$ cat src/sfb_regs.vh
`ifndef SFB_REGS_VH
`define SFB_REGS_VH
// ****************
// command codes
// ****************
`define SFB_CMD_DUAL_OUT 8'h3B
`define SFB_CMD_DUAL_IO 8'hBB
`define SFB_CMD_DUAL_ID 8'h92
`define SFB_CMD_QUAD_OUT 8'h6B
`define SFB_CMD_QUAD_IO 8'hEB
`define SFB_CMD_QUAD_WORD 8'hE7
`define SFB_CMD_QUAD_ID 8'h94
`define SFB_CMD_QUAD_PP 8'h32
`define SFB_CMD_ENTER_4W 8'h38
`define SFB_CMD_EXIT_4W 8'hFF
`define SFB_CMD_RST_EN 8'h66
`define SFB_CMD_RST 8'h99
// ****************
// address map
// ****************
`define SFB_ADDR_TOP 24'h1FFFFF
`define SFB_SECTOR_MSB 20
`define SFB_SECTOR_LSB 12
`define SFB_HALF_LSB 15
`define SFB_BLOCK_LSB 16
// ****************
// bus width codes for one, two and four lines per clock
// ****************
`define SFB_W_SINGLE 2'h0
`define SFB_W_DUAL 2'h1
`define SFB_W_QUAD 2'h2
// ****************
// phases
// ****************
`define SFB_PH_CMD 3'h0
`define SFB_PH_ADDR 3'h1
`define SFB_PH_DUMMY 3'h2
`define SFB_PH_DATA_OUT 3'h3
`define SFB_PH_DATA_IN 3'h4
`define SFB_PH_IDLE 3'h5
`define SFB_DUMMY_CLKS 8'h08
`endif

$ cat src/sfb_front_end.v
`timescale 1ns/1ps
`default_nettype none
`include "sfb_regs.vh"
module sfb_front_end
(
    input wire clk,
    input wire resetn,
    input wire por_active,
    input wire quad_enable_bit,
    input wire sclk,
    input wire cs_n,
    input wire data_line_0_in,
    output reg data_line_0_out,
    output reg data_line_0_oe_n,
    input wire data_line_1_in,
    output reg data_line_1_out,
    output reg data_line_1_oe_n,
    input wire data_line_2_in,
    output reg data_line_2_out,
    output reg data_line_2_oe_n,
    input wire data_line_3_in,
    output reg data_line_3_out,
    output reg data_line_3_oe_n,
    output reg four_wire_command_mode,
    output wire paused,
    output reg [7:0] cmd_code,
    output reg cmd_strobe,
    output reg [23:0] addr,
    output reg addr_strobe,
    output reg [8:0] sector_index,
    output reg [5:0] half_block_index,
    output reg [4:0] block_index,
    output reg [7:0] wr_data,
    output reg wr_valid,
    input wire wr_ready,
    input wire [7:0] rd_data,
    input wire rd_valid,
    output wire rd_ready
);
// ****************
// pin synchronisers
// ****************
// the bench link clock is 160 ns, so two flops at 10 ns leave ample margin
reg [6:0] sync_a;
reg [6:0] sync_b;
wire [6:0] pins_raw;
assign pins_raw = {por_active, sclk, cs_n, data_line_3_in, data_line_2_in,
                   data_line_1_in, data_line_0_in};
// select rests low in reset so a select held low since power-up shows no falling edge
localparam [6:0] SYNC_IDLE = 7'h6F;
genvar gi;
generate
    for (gi = 0; gi < 7; gi = gi + 1)
    begin : g_sync
        always @(posedge clk or negedge resetn)
        begin
            if (!resetn)
            begin
                sync_a[gi] <= SYNC_IDLE[gi];
                sync_b[gi] <= SYNC_IDLE[gi];
            end
            else
            begin
                sync_a[gi] <= pins_raw[gi];
                sync_b[gi] <= sync_a[gi];
            end
        end
    end
endgenerate
wire por_s;
wire sclk_s;
wire cs_s;
wire [3:0] dl_s;
assign por_s = sync_b[6];
assign sclk_s = sync_b[5];
assign cs_s = sync_b[4];
assign dl_s = sync_b[3:0];
reg sclk_d;
reg cs_d;
reg armed;
wire sclk_rise;
wire sclk_fall;
wire cs_fall;
assign sclk_rise = sclk_s & ~sclk_d;
assign sclk_fall = ~sclk_s & sclk_d;
assign cs_fall = ~cs_s & cs_d;
// selection also needs pause released; pause only exists without quad enable
reg hold_state;
wire hold_req;
assign hold_req = ~dl_s[3] & ~quad_enable_bit & ~four_wire_command_mode;
// quad enable cuts the pause at once, not only at the next low clock
assign paused = hold_state & ~quad_enable_bit & ~four_wire_command_mode;
wire active;
assign active = armed & ~cs_s & ~por_s & ~paused;
// ****************
// transfer state
// ****************
reg [2:0] phase;
reg [1:0] width;
reg [7:0] shreg;
reg [4:0] bitcnt;
reg [7:0] dummy_cnt;
reg rst_enabled;
reg need_addr;
reg need_dummy;
reg is_read;
reg [7:0] obyte;
reg obyte_ok;
reg [1:0] out_lines;
reg [23:0] ashift;
reg [2:0] shift_n;
reg [4:0] unit_bits;
// bits per clock and bits per unit
always @*
begin
    shift_n = 3'h1;
    if (width == `SFB_W_DUAL)
        shift_n = 3'h2;
    else if (width == `SFB_W_QUAD)
        shift_n = 3'h4;
    unit_bits = (phase == `SFB_PH_ADDR) ? 5'h18 : 5'h08;
end
// next shift content for the data lines of the current width
reg [7:0] next_shreg;
always @*
begin
    case (shift_n)
        3'h2: next_shreg = {shreg[5:0], dl_s[1:0]};
        3'h4: next_shreg = {shreg[3:0], dl_s[3:0]};
        default: next_shreg = {shreg[6:0], dl_s[0]};
    endcase
end
reg [23:0] next_ashift;
always @*
begin
    case (shift_n)
        3'h2: next_ashift = {ashift[21:0], dl_s[1:0]};
        3'h4: next_ashift = {ashift[19:0], dl_s[3:0]};
        default: next_ashift = {ashift[22:0], dl_s[0]};
    endcase
end
// ****************
// two-entry buffer toward the host
// ****************
reg [7:0] buf_data [0:1];
reg [1:0] buf_cnt;
reg buf_rd;
reg buf_wr;
// nothing is taken while deselected, since deselect flushes the buffer
assign rd_ready = (buf_cnt != 2'h2) & ~cs_s;
wire buf_take;
wire buf_pop;
wire need_byte;
assign need_byte = ~obyte_ok | (bitcnt >= 5'h08);
assign buf_take = rd_valid & rd_ready;
assign buf_pop = (phase == `SFB_PH_DATA_OUT) & active & sclk_fall & need_byte
                 & (buf_cnt != 2'h0);
always @(posedge clk or negedge resetn)
begin
    if (!resetn)
    begin
        buf_cnt <= 2'h0;
        buf_rd <= 1'b0;
        buf_wr <= 1'b0;
        buf_data[0] <= 8'h00;
        buf_data[1] <= 8'h00;
    end
    else if (cs_s)
    begin
        // a new read never starts on bytes fetched for an aborted one
        buf_cnt <= 2'h0;
        buf_rd <= 1'b0;
        buf_wr <= 1'b0;
    end
    else
    begin
        if (buf_take)
        begin
            buf_data[buf_wr] <= rd_data;
            buf_wr <= ~buf_wr;
        end
        if (buf_pop)
            buf_rd <= ~buf_rd;
        buf_cnt <= buf_cnt + {1'b0, buf_take} - {1'b0, buf_pop};
    end
end
// ****************
// main sequencer
// ****************
always @(posedge clk or negedge resetn)
begin
    if (!resetn)
    begin
        sclk_d <= 1'b1;
        cs_d <= 1'b0;
        armed <= 1'b0;
        hold_state <= 1'b0;
        four_wire_command_mode <= 1'b0;
        phase <= `SFB_PH_CMD;
        width <= `SFB_W_SINGLE;
        shreg <= 8'h00;
        ashift <= 24'h000000;
        bitcnt <= 5'h00;
        dummy_cnt <= 8'h00;
        rst_enabled <= 1'b0;
        need_addr <= 1'b0;
        need_dummy <= 1'b0;
        is_read <= 1'b0;
        obyte <= 8'h00;
        obyte_ok <= 1'b0;
        out_lines <= 2'h0;
        cmd_code <= 8'h00;
        cmd_strobe <= 1'b0;
        addr <= 24'h000000;
        addr_strobe <= 1'b0;
        sector_index <= 9'h000;
        half_block_index <= 6'h00;
        block_index <= 5'h00;
        wr_data <= 8'h00;
        wr_valid <= 1'b0;
    end
    else
    begin
        sclk_d <= sclk_s;
        cs_d <= cs_s;
        cmd_strobe <= 1'b0;
        addr_strobe <= 1'b0;
        if (wr_ready)
            wr_valid <= 1'b0;
        if (por_s)
        begin
            // arming, four-wire mode and reset enable held clear while the detector is active
            armed <= 1'b0;
            four_wire_command_mode <= 1'b0;
            rst_enabled <= 1'b0;
        end
        else if (cs_fall)
            armed <= 1'b1;
        if (cs_s)
            hold_state <= 1'b0;
        else if (~sclk_s)
            hold_state <= hold_req; // pause request taken only with clock low
        if (cs_s | ~active)
        begin
            if (cs_s | por_s)
            begin
                // deselect ends any transfer; clock idle level is don't care
                phase <= `SFB_PH_CMD;
                bitcnt <= 5'h00;
                obyte_ok <= 1'b0;
                out_lines <= 2'h0;
                width <= four_wire_command_mode ? `SFB_W_QUAD : `SFB_W_SINGLE;
            end
        end
        else if (sclk_rise && phase != `SFB_PH_DATA_OUT && phase != `SFB_PH_IDLE)
        begin
            shreg <= next_shreg;
            ashift <= next_ashift;
            if (phase == `SFB_PH_DUMMY)
            begin
                dummy_cnt <= dummy_cnt - 8'h01;
                if (dummy_cnt == 8'h01)
                begin
                    phase <= is_read ? `SFB_PH_DATA_OUT : `SFB_PH_DATA_IN;
                    // output commands took their address on one line; data goes wide
                    if (cmd_code == `SFB_CMD_DUAL_OUT)
                        width <= `SFB_W_DUAL;
                    else if (cmd_code == `SFB_CMD_QUAD_OUT)
                        width <= `SFB_W_QUAD;
                end
            end
            else if (bitcnt + {2'b00, shift_n} >= unit_bits)
            begin
                bitcnt <= 5'h00;
                if (phase == `SFB_PH_CMD)
                begin
                    cmd_code <= next_shreg;
                    cmd_strobe <= 1'b1;
                    phase <= `SFB_PH_IDLE;
                    need_addr <= 1'b0;
                    need_dummy <= 1'b0;
                    is_read <= 1'b0;
                    rst_enabled <= 1'b0;
                    case (next_shreg)
                        `SFB_CMD_DUAL_OUT, `SFB_CMD_DUAL_IO, `SFB_CMD_DUAL_ID:
                        begin
                            phase <= `SFB_PH_ADDR;
                            need_addr <= 1'b1;
                            need_dummy <= 1'b1;
                            is_read <= 1'b1;
                            if (next_shreg != `SFB_CMD_DUAL_OUT)
                                width <= `SFB_W_DUAL;
                        end
                        `SFB_CMD_QUAD_OUT, `SFB_CMD_QUAD_IO, `SFB_CMD_QUAD_WORD,
                        `SFB_CMD_QUAD_ID, `SFB_CMD_QUAD_PP:
                        begin
                            if (quad_enable_bit)
                            begin
                                phase <= `SFB_PH_ADDR;
                                need_addr <= 1'b1;
                                need_dummy <= (next_shreg != `SFB_CMD_QUAD_PP);
                                is_read <= (next_shreg != `SFB_CMD_QUAD_PP);
                                if (next_shreg != `SFB_CMD_QUAD_OUT)
                                    width <= `SFB_W_QUAD;
                            end
                        end
                        `SFB_CMD_ENTER_4W:
                            if (quad_enable_bit && !four_wire_command_mode)
                                four_wire_command_mode <= 1'b1;
                        `SFB_CMD_EXIT_4W:
                            four_wire_command_mode <= 1'b0;
                        `SFB_CMD_RST_EN:
                            rst_enabled <= 1'b1;
                        `SFB_CMD_RST:
                            if (rst_enabled)
                                four_wire_command_mode <= 1'b0;
                        default:
                            phase <= `SFB_PH_IDLE;
                    endcase
                end
                else if (phase == `SFB_PH_ADDR)
                begin
                    addr <= next_ashift & `SFB_ADDR_TOP;
                    addr_strobe <= 1'b1;
                    sector_index <= next_ashift[`SFB_SECTOR_MSB:`SFB_SECTOR_LSB];
                    half_block_index <= next_ashift[`SFB_SECTOR_MSB:`SFB_HALF_LSB];
                    block_index <= next_ashift[`SFB_SECTOR_MSB:`SFB_BLOCK_LSB];
                    if (need_dummy)
                    begin
                        phase <= `SFB_PH_DUMMY;
                        dummy_cnt <= `SFB_DUMMY_CLKS;
                    end
                    else
                        phase <= `SFB_PH_DATA_IN;
                    if (!is_read && width == `SFB_W_SINGLE)
                        width <= `SFB_W_QUAD; // program data on four lines
                end
                else
                begin
                    // a byte lost here if the sink stalls past one byte time
                    wr_data <= next_shreg;
                    wr_valid <= 1'b1;
                end
            end
            else
                bitcnt <= bitcnt + {2'b00, shift_n};
        end
        else if (sclk_fall && phase == `SFB_PH_DATA_OUT)
        begin
            // outputs move only after a falling edge
            out_lines <= (shift_n == 3'h4) ? 2'h3 : ((shift_n == 3'h2) ? 2'h2 : 2'h1);
            // the next byte follows on the very fall after the last bits, no gap
            if (need_byte)
            begin
                if (buf_cnt != 2'h0)
                begin
                    obyte <= buf_data[buf_rd];
                    obyte_ok <= 1'b1;
                    bitcnt <= {2'b00, shift_n};
                end
                else
                begin
                    obyte_ok <= 1'b0;
                    bitcnt <= 5'h00;
                end
            end
            else
            begin
                obyte <= (shift_n == 3'h4) ? {obyte[3:0], 4'h0} :
                         ((shift_n == 3'h2) ? {obyte[5:0], 2'h0} : {obyte[6:0], 1'b0});
                bitcnt <= bitcnt + {2'b00, shift_n};
            end
        end
    end
end
// ****************
// pin drivers
// ****************
always @(posedge clk or negedge resetn)
begin
    if (!resetn)
    begin
        data_line_0_out <= 1'b0;
        data_line_1_out <= 1'b0;
        data_line_2_out <= 1'b0;
        data_line_3_out <= 1'b0;
        data_line_0_oe_n <= 1'b1;
        data_line_1_oe_n <= 1'b1;
        data_line_2_oe_n <= 1'b1;
        data_line_3_oe_n <= 1'b1;
    end
    else
    begin
        // released whenever deselected or paused
        data_line_0_oe_n <= ~(active & obyte_ok & out_lines[1]);
        data_line_1_oe_n <= ~(active & obyte_ok & (out_lines != 2'h0));
        data_line_2_oe_n <= ~(active & obyte_ok & (out_lines == 2'h3));
        data_line_3_oe_n <= ~(active & obyte_ok & (out_lines == 2'h3));
        data_line_3_out <= obyte[7];
        data_line_2_out <= obyte[6];
        if (out_lines == 2'h3)
        begin
            data_line_1_out <= obyte[5];
            data_line_0_out <= obyte[4];
        end
        else
        begin
            data_line_1_out <= obyte[7];
            data_line_0_out <= obyte[6];
        end
    end
end
endmodule
`default_nettype wire

$ cat config.mk
export PLATFORM = sky130hd
export DESIGN_NAME = sfb_front_end
export DESIGN_NICKNAME = d
export VERILOG_FILES = /design/src/sfb_front_end.v
export VERILOG_INCLUDE_DIRS = /design/src /design/src/src
export SDC_FILE = /design/constraint.sdc
export NUM_CORES = 1
export LEC_CHECK = 0
export BUFFER_PORTS_ARGS = -buffer_cell sky130_fd_sc_hd__buf_2
export CELL_PAD_IN_SITES_DETAIL_PLACEMENT = 0
export CELL_PAD_IN_SITES_GLOBAL_PLACEMENT = 1
export CORE_MARGIN = 3
export CORE_UTILIZATION = 49
export DETAILED_ROUTE_END_ITERATION = 16
export PLACE_DENSITY_LB_ADDON = 0.12
export SLEW_MARGIN = 20
export SYNTH_ARGS = -nofsm -noshare
export SYNTH_HDL_FRONTEND = slang
export SYNTH_SLANG_ARGS = --single-unit
$ cat constraint.sdc
create_clock -name clk -period 7.7 [get_ports clk]
set_input_delay 0.385 -clock clk [delete_from_list [all_inputs] [get_ports clk]]
set_output_delay 0.385 -clock clk [all_outputs]
set_load 0.02 [all_outputs]
## After elaboration in Yosys (flattened, before gate mapping)

Index checks and enable logic that the tools add are counted.

- $add $sub $neg: 4
- Order comparisons: 5
- Equality and inequality tests: 41
- Multiplexer cells: 115
- Bitwise gates (word level): 45
- Reductions and logical operators: 39

Operator list:

| cell | number |
|---|---|
| $mux 8 | 13 |
| $eq 8x8->1 const B | 7 |
| $mux 1 | 50 |
| $mux 2 | 22 |
| $mux 3 | 14 |
| $pmux 21 s2 | 1 |
| $mux 5 | 8 |
| $eq 8x6->1 const B | 4 |
| $eq 8x7->1 const B | 3 |
| $reduce_bool 2->1 | 11 |
| $and 1x1->1 | 20 |
| $not 1->1 | 20 |
| $reduce_and 6->1 | 3 |
| $bwmux 16 | 1 |
| $ne 8x6->1 const B | 2 |
| $pmux 8 s2 | 1 |
| $ne 5x5->1 const B | 3 |
| $reduce_and 11->1 | 1 |
| $reduce_and 5->1 | 2 |
| $eq 3x2->1 const B | 3 |
| $demux 8 s1 | 1 |
| $eq 8x1->1 const B | 1 |
| $ne 2x2->1 const B | 4 |
| $ne 8x7->1 const B | 1 |
| other kinds (34) | 53 |

- Register bits after elaboration: 164
- Input port bits: 20
- Output and inout bits: 74
- Logic and storage cells: 300

## Logic depth before layout (Yosys ltp)

Gate-level depths: netlist (run 1).

- Depth after elaboration: 14
- Depth in mapped cells: 21
- Gate-level depth less buffers: 17

## Worst setup path before layout (run 1)

No wires, ideal clock.

- Path kind: reg2reg
- From: reg width[0]
- To: reg width[1]
- Library setup time: 0.125 ns
- Data arrival time: 4.052 ns
- Path slack: 3.523 ns
- Stages on the path, launching flop included: 21
- Buffers on the path: 3
- Clock period less this slack: 4.177 ns
- Cell sequence: dfrtp_1 -> inv_1 -> ha_1 -> buf_2 -> buf_4 -> clkbuf_1 -> inv_1 -> ha_1 -> inv_1 -> fa_1 -> nor2b_1 -> o21ai_0 -> xnor2_1 -> ha_1 -> inv_1 -> a2111o_1 -> nand3_1 -> o2111a_1 -> o22ai_1 -> and4bb_4 -> mux2_4

- Cells in the longest elaborated chain, start to end: 13

RTL lines:

| element | RTL line | RTL |
|---|---|---|
| start, declared | sfb_front_end.v:99 | `reg [1:0] width;` |
| start signal, assigned | sfb_front_end.v:200 | `` width <= `SFB_W_SINGLE; `` |
| start signal, assigned | sfb_front_end.v:252 | `` width <= four_wire_command_mode ? `SFB_W_QUAD : `SFB_W_SINGLE; `` |
| start signal, assigned | sfb_front_end.v:267 | `` width <= `SFB_W_DUAL; `` |
| $eq 2x2->1 (no line) | n/a |  |
| $mux 3 | sfb_front_end.v:119 | `` else if (width == `SFB_W_QUAD) `` |
| $mux 3 | sfb_front_end.v:117 | `` if (width == `SFB_W_DUAL) `` |
| $eq 3x3->1 or $eq 3x2->1 (tied branches) | sfb_front_end.v:127 | `case (shift_n)` |
| $pmux 8 s2 | sfb_front_end.v:127 |  |
| $eq 8x7->1 (tied with other cells) | sfb_front_end.v:284 | `case (next_shreg)` |
| $reduce_or 5->1 or $reduce_or 3->1 (tied branches) | sfb_front_end.v:284 |  |
| $pmux 2 s2 | sfb_front_end.v:284 |  |
| $mux 2 | sfb_front_end.v:275 | `` if (phase == `SFB_PH_CMD) `` |
| $mux 2 | sfb_front_end.v:272 | `else if (bitcnt + {2'b00, shift_n} >= unit_bits)` |
| $mux 2 | sfb_front_end.v:259 | `` if (phase == `SFB_PH_DUMMY) `` |
| $mux 2 | sfb_front_end.v:255 | `` else if (sclk_rise && phase != `SFB_PH_DATA_OUT && phase != `SFB_PH_IDLE) `` |
| $mux 2 | sfb_front_end.v:243 | `if (cs_s \| ~active)` |

Several ways; a longest one is shown, not always the timed one. The select of a mux whose other input is x is not followed.
A chain may end at the register's enable or synchronous reset.

## Worst setup path in the final report (run 1)

- From: reg width[0]
- To: reg sector_index[6]

- Cells in the longest elaborated chain, start to end: 6

RTL lines:

| element | RTL line | RTL |
|---|---|---|
| $eq 2x2->1 (no line) | n/a |  |
| $mux 3 | sfb_front_end.v:119 |  |
| $mux 3 * | sfb_front_end.v:117 |  |
| $add 5x3->5 | sfb_front_end.v:272 |  |
| $ge 5x5->1 | sfb_front_end.v:272 |  |
| $reduce_and 6->1 (no line) | n/a |  |
| end signal, assigned | sfb_front_end.v:325 | `` sector_index <= next_ashift[`SFB_SECTOR_MSB:`SFB_SECTOR_LSB]; `` |
| end, declared | sfb_front_end.v:30 | `output reg [8:0] sector_index,` |

Every way passes the cells marked *; elsewhere a longest branch is shown, timed or not.

==> results of run 1 <==
-- cell usage after synthesis, types with 5 or more instances --
library cell / n
nor2_1: 62
ha_1: 13
clkbuf_1: 24
a31oi_1: 5
nand2b_1: 5
mux2i_1: 17
o21ai_0: 50
a22oi_1: 16
dfstp_2: 16
nor4_1: 5
a21oi_1: 41
buf_4: 25
dfrtp_1: 121
nor3_1: 8
nand4_1: 10
nand2_1: 45
inv_1: 24
nand3_1: 12
a211oi_1: 5
a21o_1: 6
mux2_2: 59
nor2b_1: 8
-- routing by layer --
metal | up-vias | GRT usage, %
met5 | - | 0
met4 | 0 | 7.751
met3 | 19 | 4.483
met2 | 122 | 30.82
met1 | 2431 | 27.88
li1 | 2379 | -
-- worst max-delay path by stage --
| stage | from | end | cells past startpoint |
|---|---|---|---|
| 6_report | width[0] | sector_index[6] | 17 |
| 2_1_floorplan | width[0] | width[1] | 20 |
| 3_5_place_dp | width[0] | sector_index[1] | 16 |
| 4_1_cts | width[0] | addr[10] | 16 |
| 5_1_grt | width[0] | is_read | 18 |
| 3_3_place_gp | width[0] | sector_index[2] | 16 |
-- per-stage QoR --
stage          hold slack, ns  cells  instance area, um^2  setup slack (ns)
2_1_floorplan         0.08941    644                 6764             3.523
3_3_place_gp           0.3363    861                 7168             3.233
3_5_place_dp           0.3441    861                 7168             3.020
4_1_cts               0.04758    894                 7775             3.011
5_1_grt               0.04388    894                 7781             2.838
6_report              0.05935    894                 7781             3.225
-- power by group through the flow --
stage | registers, mW | logic (mW) | clock network, mW
after floorplan | 0.795 | 0.107 | 0
after global placement | 0.802 | 0.149 | 0
after detailed placement | 0.804 | 0.152 | 0
after CTS | 0.792 | 0.153 | 0.830
after global routing | 0.796 | 0.171 | 0.862
final | 0.791 | 0.151 | 0.812
-- sequential cells by signal (all words and copies together) (netlist names), 2 cells and up --
| signal | cells |
|---|---|
| ashift | 14 |
| obyte | 8 |
| phase | 3 |
| wr_data | 8 |
| cmd_code | 8 |
| buf_cnt | 2 |
| sector_index | 9 |
| dummy_cnt | 8 |
| buf_data | 16 |
| bitcnt | 5 |
| width | 2 |
| shreg | 6 |
| sync_a | 7 |
| out_lines | 2 |
| addr | 12 |
| dl_s | 4 |
-- cells in the final DEF, fill, tap and decap left out, types with 10 or more instances in the layout --
cell type and count:
mux2i_1 17, dfrtp_1 121, buf_2 89, ha_1 12
nand2_1 45, dfstp_2 16, inv_1 24, nand4_1 10
nand3_1 12, mux2_2 59, a21oi_1 40, clkbuf_16 17
o21ai_0 50, a22oi_1 16, nor2_1 62
-- timing repair --
item                                   in CTS  in global routing
endpoints found under the hold margin      61                  0
hold buffers                                1                  0
gates resized for setup                     0                  0
-- cells by family after synthesis --
| kind of cell | count (synthesis) | share of synthesized area (%) |
|---|---|---|
| AO/OA/AOI/OAI | 151 | 14.06 |
| XOR/XNOR | 6 | 0.7779 |
| adder cells (fa/ha/maj) | 14 | 2.704 |
| buffers and inverters | 77 | 5.815 |
| flip-flops | 137 | 51.04 |
| multiplexers | 79 | 12.94 |
| other | 1 | 0.05550 |
| AND/OR/NAND/NOR | 177 | 12.61 |
-- worst max-delay path: cells and delay by family, from the launching register on --
kind / cells / cell delay [ns]
simple gates: 4 / 1.18
xor+xnor: 1 / 0.15
compound gates: 2 / 0.40
mux: 1 / 0.38
buf+inv: 5 / 0.69
flops: 1 / 0.40
fa+ha+maj: 4 / 1.12
-- area by class of cell --
cell class                 count  area [um^2]  area share, %
sequential                   137         3448          44.32
multi-input combinational    430         2929          37.64
timing repair buffer          95        496.7          6.384
clock buffer                  20        456.7          5.869
tap                          176        220.2          2.830
clock inverter                12        140.1          1.801
inverter                      24        90.09          1.158
==> impl_metrics.json, run 1 <==
{
  "outcome": "complete, no violations",
  "power_switching_uw": 432.9,
  "highest_layer": "met4",
  "period_needed_ns": 4.475,
  "grt_max_degree": 71,
  "cts.sinks": 137,
  "finalWirelength_mm": 14.57,
  "synth_area_per_cell_um2": 10.52,
  "drt-vias-per-instance": 5.538,
  "wl_met2_mm": 6.875,
  "async_flop_share_pct": 100.0,
  "r2r-end": "sector_index[6]",
  "worst_r2r_path_depth": 17,
  "critical_path.slowest_cell": "or2_2",
  "fmaxAchievable_mhz": 223.4,
  "p_leak_nw": 3.652,
  "grt-ovfl-total": 0,
  "cp_max_fo": 47,
  "finalWeightedCongestion": 0.8321,
  "rr_startpoint": "width[0]",
  "grt_pass1_vias": 4760,
  "synth_area_mm2": 0.006756,
  "clockPowerShare_pct": 46.3,
  "yosys.area.top_type": "dfrtp_1",
  "tritoncts.num_buffers": 17,
  "worst_path_most_repeated_cell": "inv_1",
  "wl_met3_um": 686,
  "cts_tree": "yes",
  "num_vias": 4951,
  "num_rows": 42,
  "fill_cells": 1149,
  "post_cts_buffers": 0,
  "nets": 739,
  "clk_pin_slew_ns": 0.06,
  "min_from": "data_line_1_in",
  "grt_use_total_pct": 20.09,
  "ys.flop_type": "dfrtp_1",
  "dp_hpwl_mm": 10.20,
  "hold_path.class": "input pin to register",
  "final_util_pct": 58.30,
  "yosys.cell_types.count": 67,
  "yosys_warnings": 0,
  "hold_depth": 1,
  "io_pins": 94,
  "routedWlPerCell_um": 16.30,
  "n_antenna_cell": 0,
  "tightest_slew_ns": 1.006,
  "grt_pass1_wl_mm": 23.76,
  "p_int_mw": 1.322,
  "clk_path_buf_depth": 2,
  "ys_top_cells_by_area": "dfrtp_1 45%, mux2_2 9.8%, dfstp_2 6.2%, o21ai_0 3.7%, nor2_1 3.4%",
  "ys_ff_latch": 137,
  "drive_gt1_share_pct": 30.50,
  "period_share_pct": 58.12,
  "worst-endpoint-arrival_ns": 4.78,
  "p_comb_share_pct": 8.6,
  "vdd_ir_drop_max_uv": 192.4,
  "drtIter0Drc": 313,
  "maxSlewViolCount": 0,
  "drt-pass1-iter-count": 6,
  "wl_met1_mm": 6.811,
  "required_ns": 8.00,
  "setup_viol": 0,
  "ant_nets": 0,
  "slowest_delay_ns": 0.60,
  "regToRegSetupSlack_ns": 3.22,
  "hold_end": "sync_a[1]",
  "maxCapViolCount": 0,
  "rsz0062_at_grt": "no",
  "syn_to_final_growth_pct": 15.17,
  "drc": 0,
  "synth-edff-count": 0,
  "power_mw": 1.755,
  "criticalPathCategory": "register to register",
  "clock-root-buffer": "clkbuf_16",
  "p_sw_share_pct": 24.67,
  "critPathLaunchType": "register",
  "antenna_found_initial": 0,
  "core-area_mm2": 0.01335,
  "start_util_pct": 50.62,
  "cp_cell_sequence": "inv_1 > ha_1 > buf_4 > inv_1 > ha_1 > inv_1 > fa_1 > nor2b_1 > o21ai_0 > xnor2_1 > ha_1 > inv_1 > a2111o_1 > nand3_1 > nand3_1 > or2_2 > mux2_1",
  "seq_area_frac_synth_pct": 51.04,
  "h-tree-depth": 4,
  "skew_ns": 0.007397,
  "sequentialPowerShare_pct": 45.1,
  "die-area_mm2": 0.01523,
  "io_buffers": 90,
  "powerDensity_mw_per_mm2": 225.5,
  "critPathCaptureType": "register",
  "die_h_um": 123.4,
  "synth_cells": 642,
  "hold_viol": 0,
  "tns_ns": 0,
  "synth_top_area_share_pct": 44.81,
  "worstSkewPairLatency_ns": 0.42,
  "relSlewSlack_pct": 32.54,
  "chipWidth_um": 123.4
}
No activity file was read; power rests on OpenSTA's default activity.
==> run 2, diff against run 1 <==
--- a/config.mk
+++ b/config.mk
@@ -10,7 +10,7 @@
 export CELL_PAD_IN_SITES_DETAIL_PLACEMENT = 0
 export CELL_PAD_IN_SITES_GLOBAL_PLACEMENT = 1
 export CORE_MARGIN = 3
-export CORE_UTILIZATION = 49
+export CORE_UTILIZATION = 45
 export DETAILED_ROUTE_END_ITERATION = 16
 export PLACE_DENSITY_LB_ADDON = 0.12
 export SLEW_MARGIN = 20
==> constraint.sdc (replaced) <==
create_clock -name clk -period 4.69 [get_ports clk]
set_input_delay 0.2345 -clock clk [delete_from_list [all_inputs] [get_ports clk]]
set_output_delay 0.2345 -clock clk [all_outputs]
set_load 0.02 [all_outputs]
==> impl_metrics.json, run 2 (synthesized netlist as in run 1, its figures left out) <==
{
  "vdd_ir_drop_max_uv": 374.0,
  "p_leak_nw": 3.700,
  "critPathCaptureType": "register",
  "relSlewSlack_pct": 36.48,
  "rsz0062_at_grt": "no",
  "required_ns": 4.99,
  "tightest_slew_ns": 0.9528,
  "num_vias": 4944,
  "io_pins": 94,
  "n_antenna_cell": 0,
  "cts.sinks": 137,
  "die-area_mm2": 0.01652,
  "power_mw": 2.859,
  "top_regs": "buf_data: 16 flops, ashift: 14 flops, addr: 12 flops",
  "slowest_delay_ns": 0.58,
  "routedWlPerCell_um": 16.69,
  "period_needed_ns": 4.222,
  "cts_tree": "yes",
  "start_util_pct": 46.31,
  "maxSlewViolCount": 0,
  "critical_path.slowest_cell": "or2_2",
  "worst_path_most_repeated_cell": "inv_1",
  "final_util_pct": 53.97,
  "powerDensity_mw_per_mm2": 363.1,
  "grt_pass1_vias": 4853,
  "drt-vias-per-instance": 5.409,
  "outcome": "complete, no violations",
  "critPathLaunchType": "register",
  "nets": 751,
  "syn_to_final_growth_pct": 16.54,
  "top_register": "buf_data",
  "drive_gt1_share_pct": 30.00,
  "tns_ns": 0,
  "criticalPathCategory": "register to register",
  "maxCapViolCount": 0,
  "grt_max_degree": 102,
  "cp_cell_sequence": "inv_1 > ha_1 > inv_1 > ha_1 > inv_1 > fa_1 > nor2b_1 > o21ai_0 > xnor2_1 > ha_1 > inv_1 > a2111o_1 > nand3_1 > nand3_1 > or2_2 > mux2_1",
  "drc": 0,
  "h-tree-depth": 4,
  "grt_pass1_wl_mm": 25.03,
  "largest_register_ffs": 16,
  "num_rows": 44,
  "ctsResizeCount": 0,
  "period_share_pct": 90.02,
  "clock-root-buffer": "clkbuf_16",
  "hold_path.class": "input pin to register",
  "clk_pin_slew_ns": 0.06,
  "finalWirelength_mm": 15.26,
  "grt_use_total_pct": 19.28,
  "core-area_mm2": 0.01459,
  "grt-ovfl-total": 0,
  "setup_viol": 0,
  "tritoncts.num_buffers": 17,
  "drt-pass1-iter-count": 8,
  "cp_max_fo": 30,
  "drtIter0Drc": 283,
  "die_h_um": 128.5,
  "worstSkewPairLatency_ns": 0.42,
  "antenna_found_initial": 0,
  "skew_ns": 0.01296,
  "io_buffers": 90,
  "layout_common_cells": "121 x dfrtp_1, 89 x buf_2, 62 x nor2_1, 59 x mux2_2, 50 x o21ai_0",
  "fmaxAchievable_mhz": 236.9,
  "hold_viol": 0,
  "layout.cells.most_common": "dfrtp_1",
  "clk_path_buf_depth": 2,
  "chipWidth_um": 128.5,
  "ant_nets": 0,
  "dp_hpwl_mm": 10.75,
  "worst-endpoint-arrival_ns": 4.52,
  "finalWeightedCongestion": 0.8506
}
-- run 2: changes by cell type in the layout (fill, tap and decap cells not counted), sizes merged --
cell / delta
buf: +4
clkbuf: +1
clkinv: +2
clkinvlp: -1
dlygate4sd3: +8
inv: -2
-- run 2: what timing repair did --
action	in CTS	in global routing
setup buffers	0	0
hold buffers	9	0
hold endpoints to repair	96	0
-- run 2: report_power, final --
group | switching (mW) | total, mW | internal, mW
Sequential | 0.0463 | 1.30 | 1.25
Clock | 0.505 | 1.30 | 0.797
Combinational | 0.151 | 0.257 | 0.106
Total | 0.703 | 2.86 | 2.16
-- run 2: final timing paths --
check / endpoint / depth (start not counted) / slack (ns) / start
worst max-delay path: sector_index[6] / 16 / 0.47 / width[0]
worst min-delay path: buf_data[15] / 2 / 0.06 / rd_data[7]
worst max register to register: sector_index[6] / 16 / 0.47 / width[0]
min in group asynchronous: dummy_cnt[5] / 2 / 0.44 / resetn
worst min register to register: sclk_s / 0 / 0.35 / sync_a[5]
max in group asynchronous: sync_a[0] / 3 / 3.09 / resetn
-- run 2: cell type report --
cell class / instances / area [um^2]
flip-flops and latches: 137 / 3448
fillers: 1316 / 6715
multi-input cells: 430 / 2923
clock inverters: 11 / 125.1
clock buffers: 21 / 450.4
inverters: 24 / 90.09
repair buffers: 107 / 606.8
well taps: 184 / 230.2
-- run 2: metal layers --
layer  vias up  global-route usage [%]  part of all wire [%]
li1       2406                       -                     -
met1      2396                   26.94                    47
met2       118                   29.82                    47
met3        24                   4.608                   4.6
met4         0                   6.362                   1.5
met5         -                       0                     0
-- run 2: per-stage QoR --
step | instances | hold WS (ns) | setup WS [ns] | area [um^2]
floorplan | 644 | -0.06109 | 0.5134 | 6764
global placement | 873 | 0.3336 | 0.4858 | 7208
detailed placement | 873 | 0.3418 | 0.2518 | 7208
CTS | 914 | 0.03854 | 0.2506 | 7874
global route | 914 | 0.05107 | 0.1642 | 7874
finish | 914 | 0.05915 | 0.4683 | 7874
-- run 2: worst max-delay path: cells and delay by family (launching register included) --
kind | cells | cell delay [ns]
DFF | 1 | 0.38
and+or+nand+nor | 4 | 1.23
buffers and inverters | 4 | 0.33
adders and majority gates | 4 | 1.20
xor gates and xnor gates | 1 | 0.16
AOI/OAI and AO/OA | 2 | 0.40
muxes | 1 | 0.39
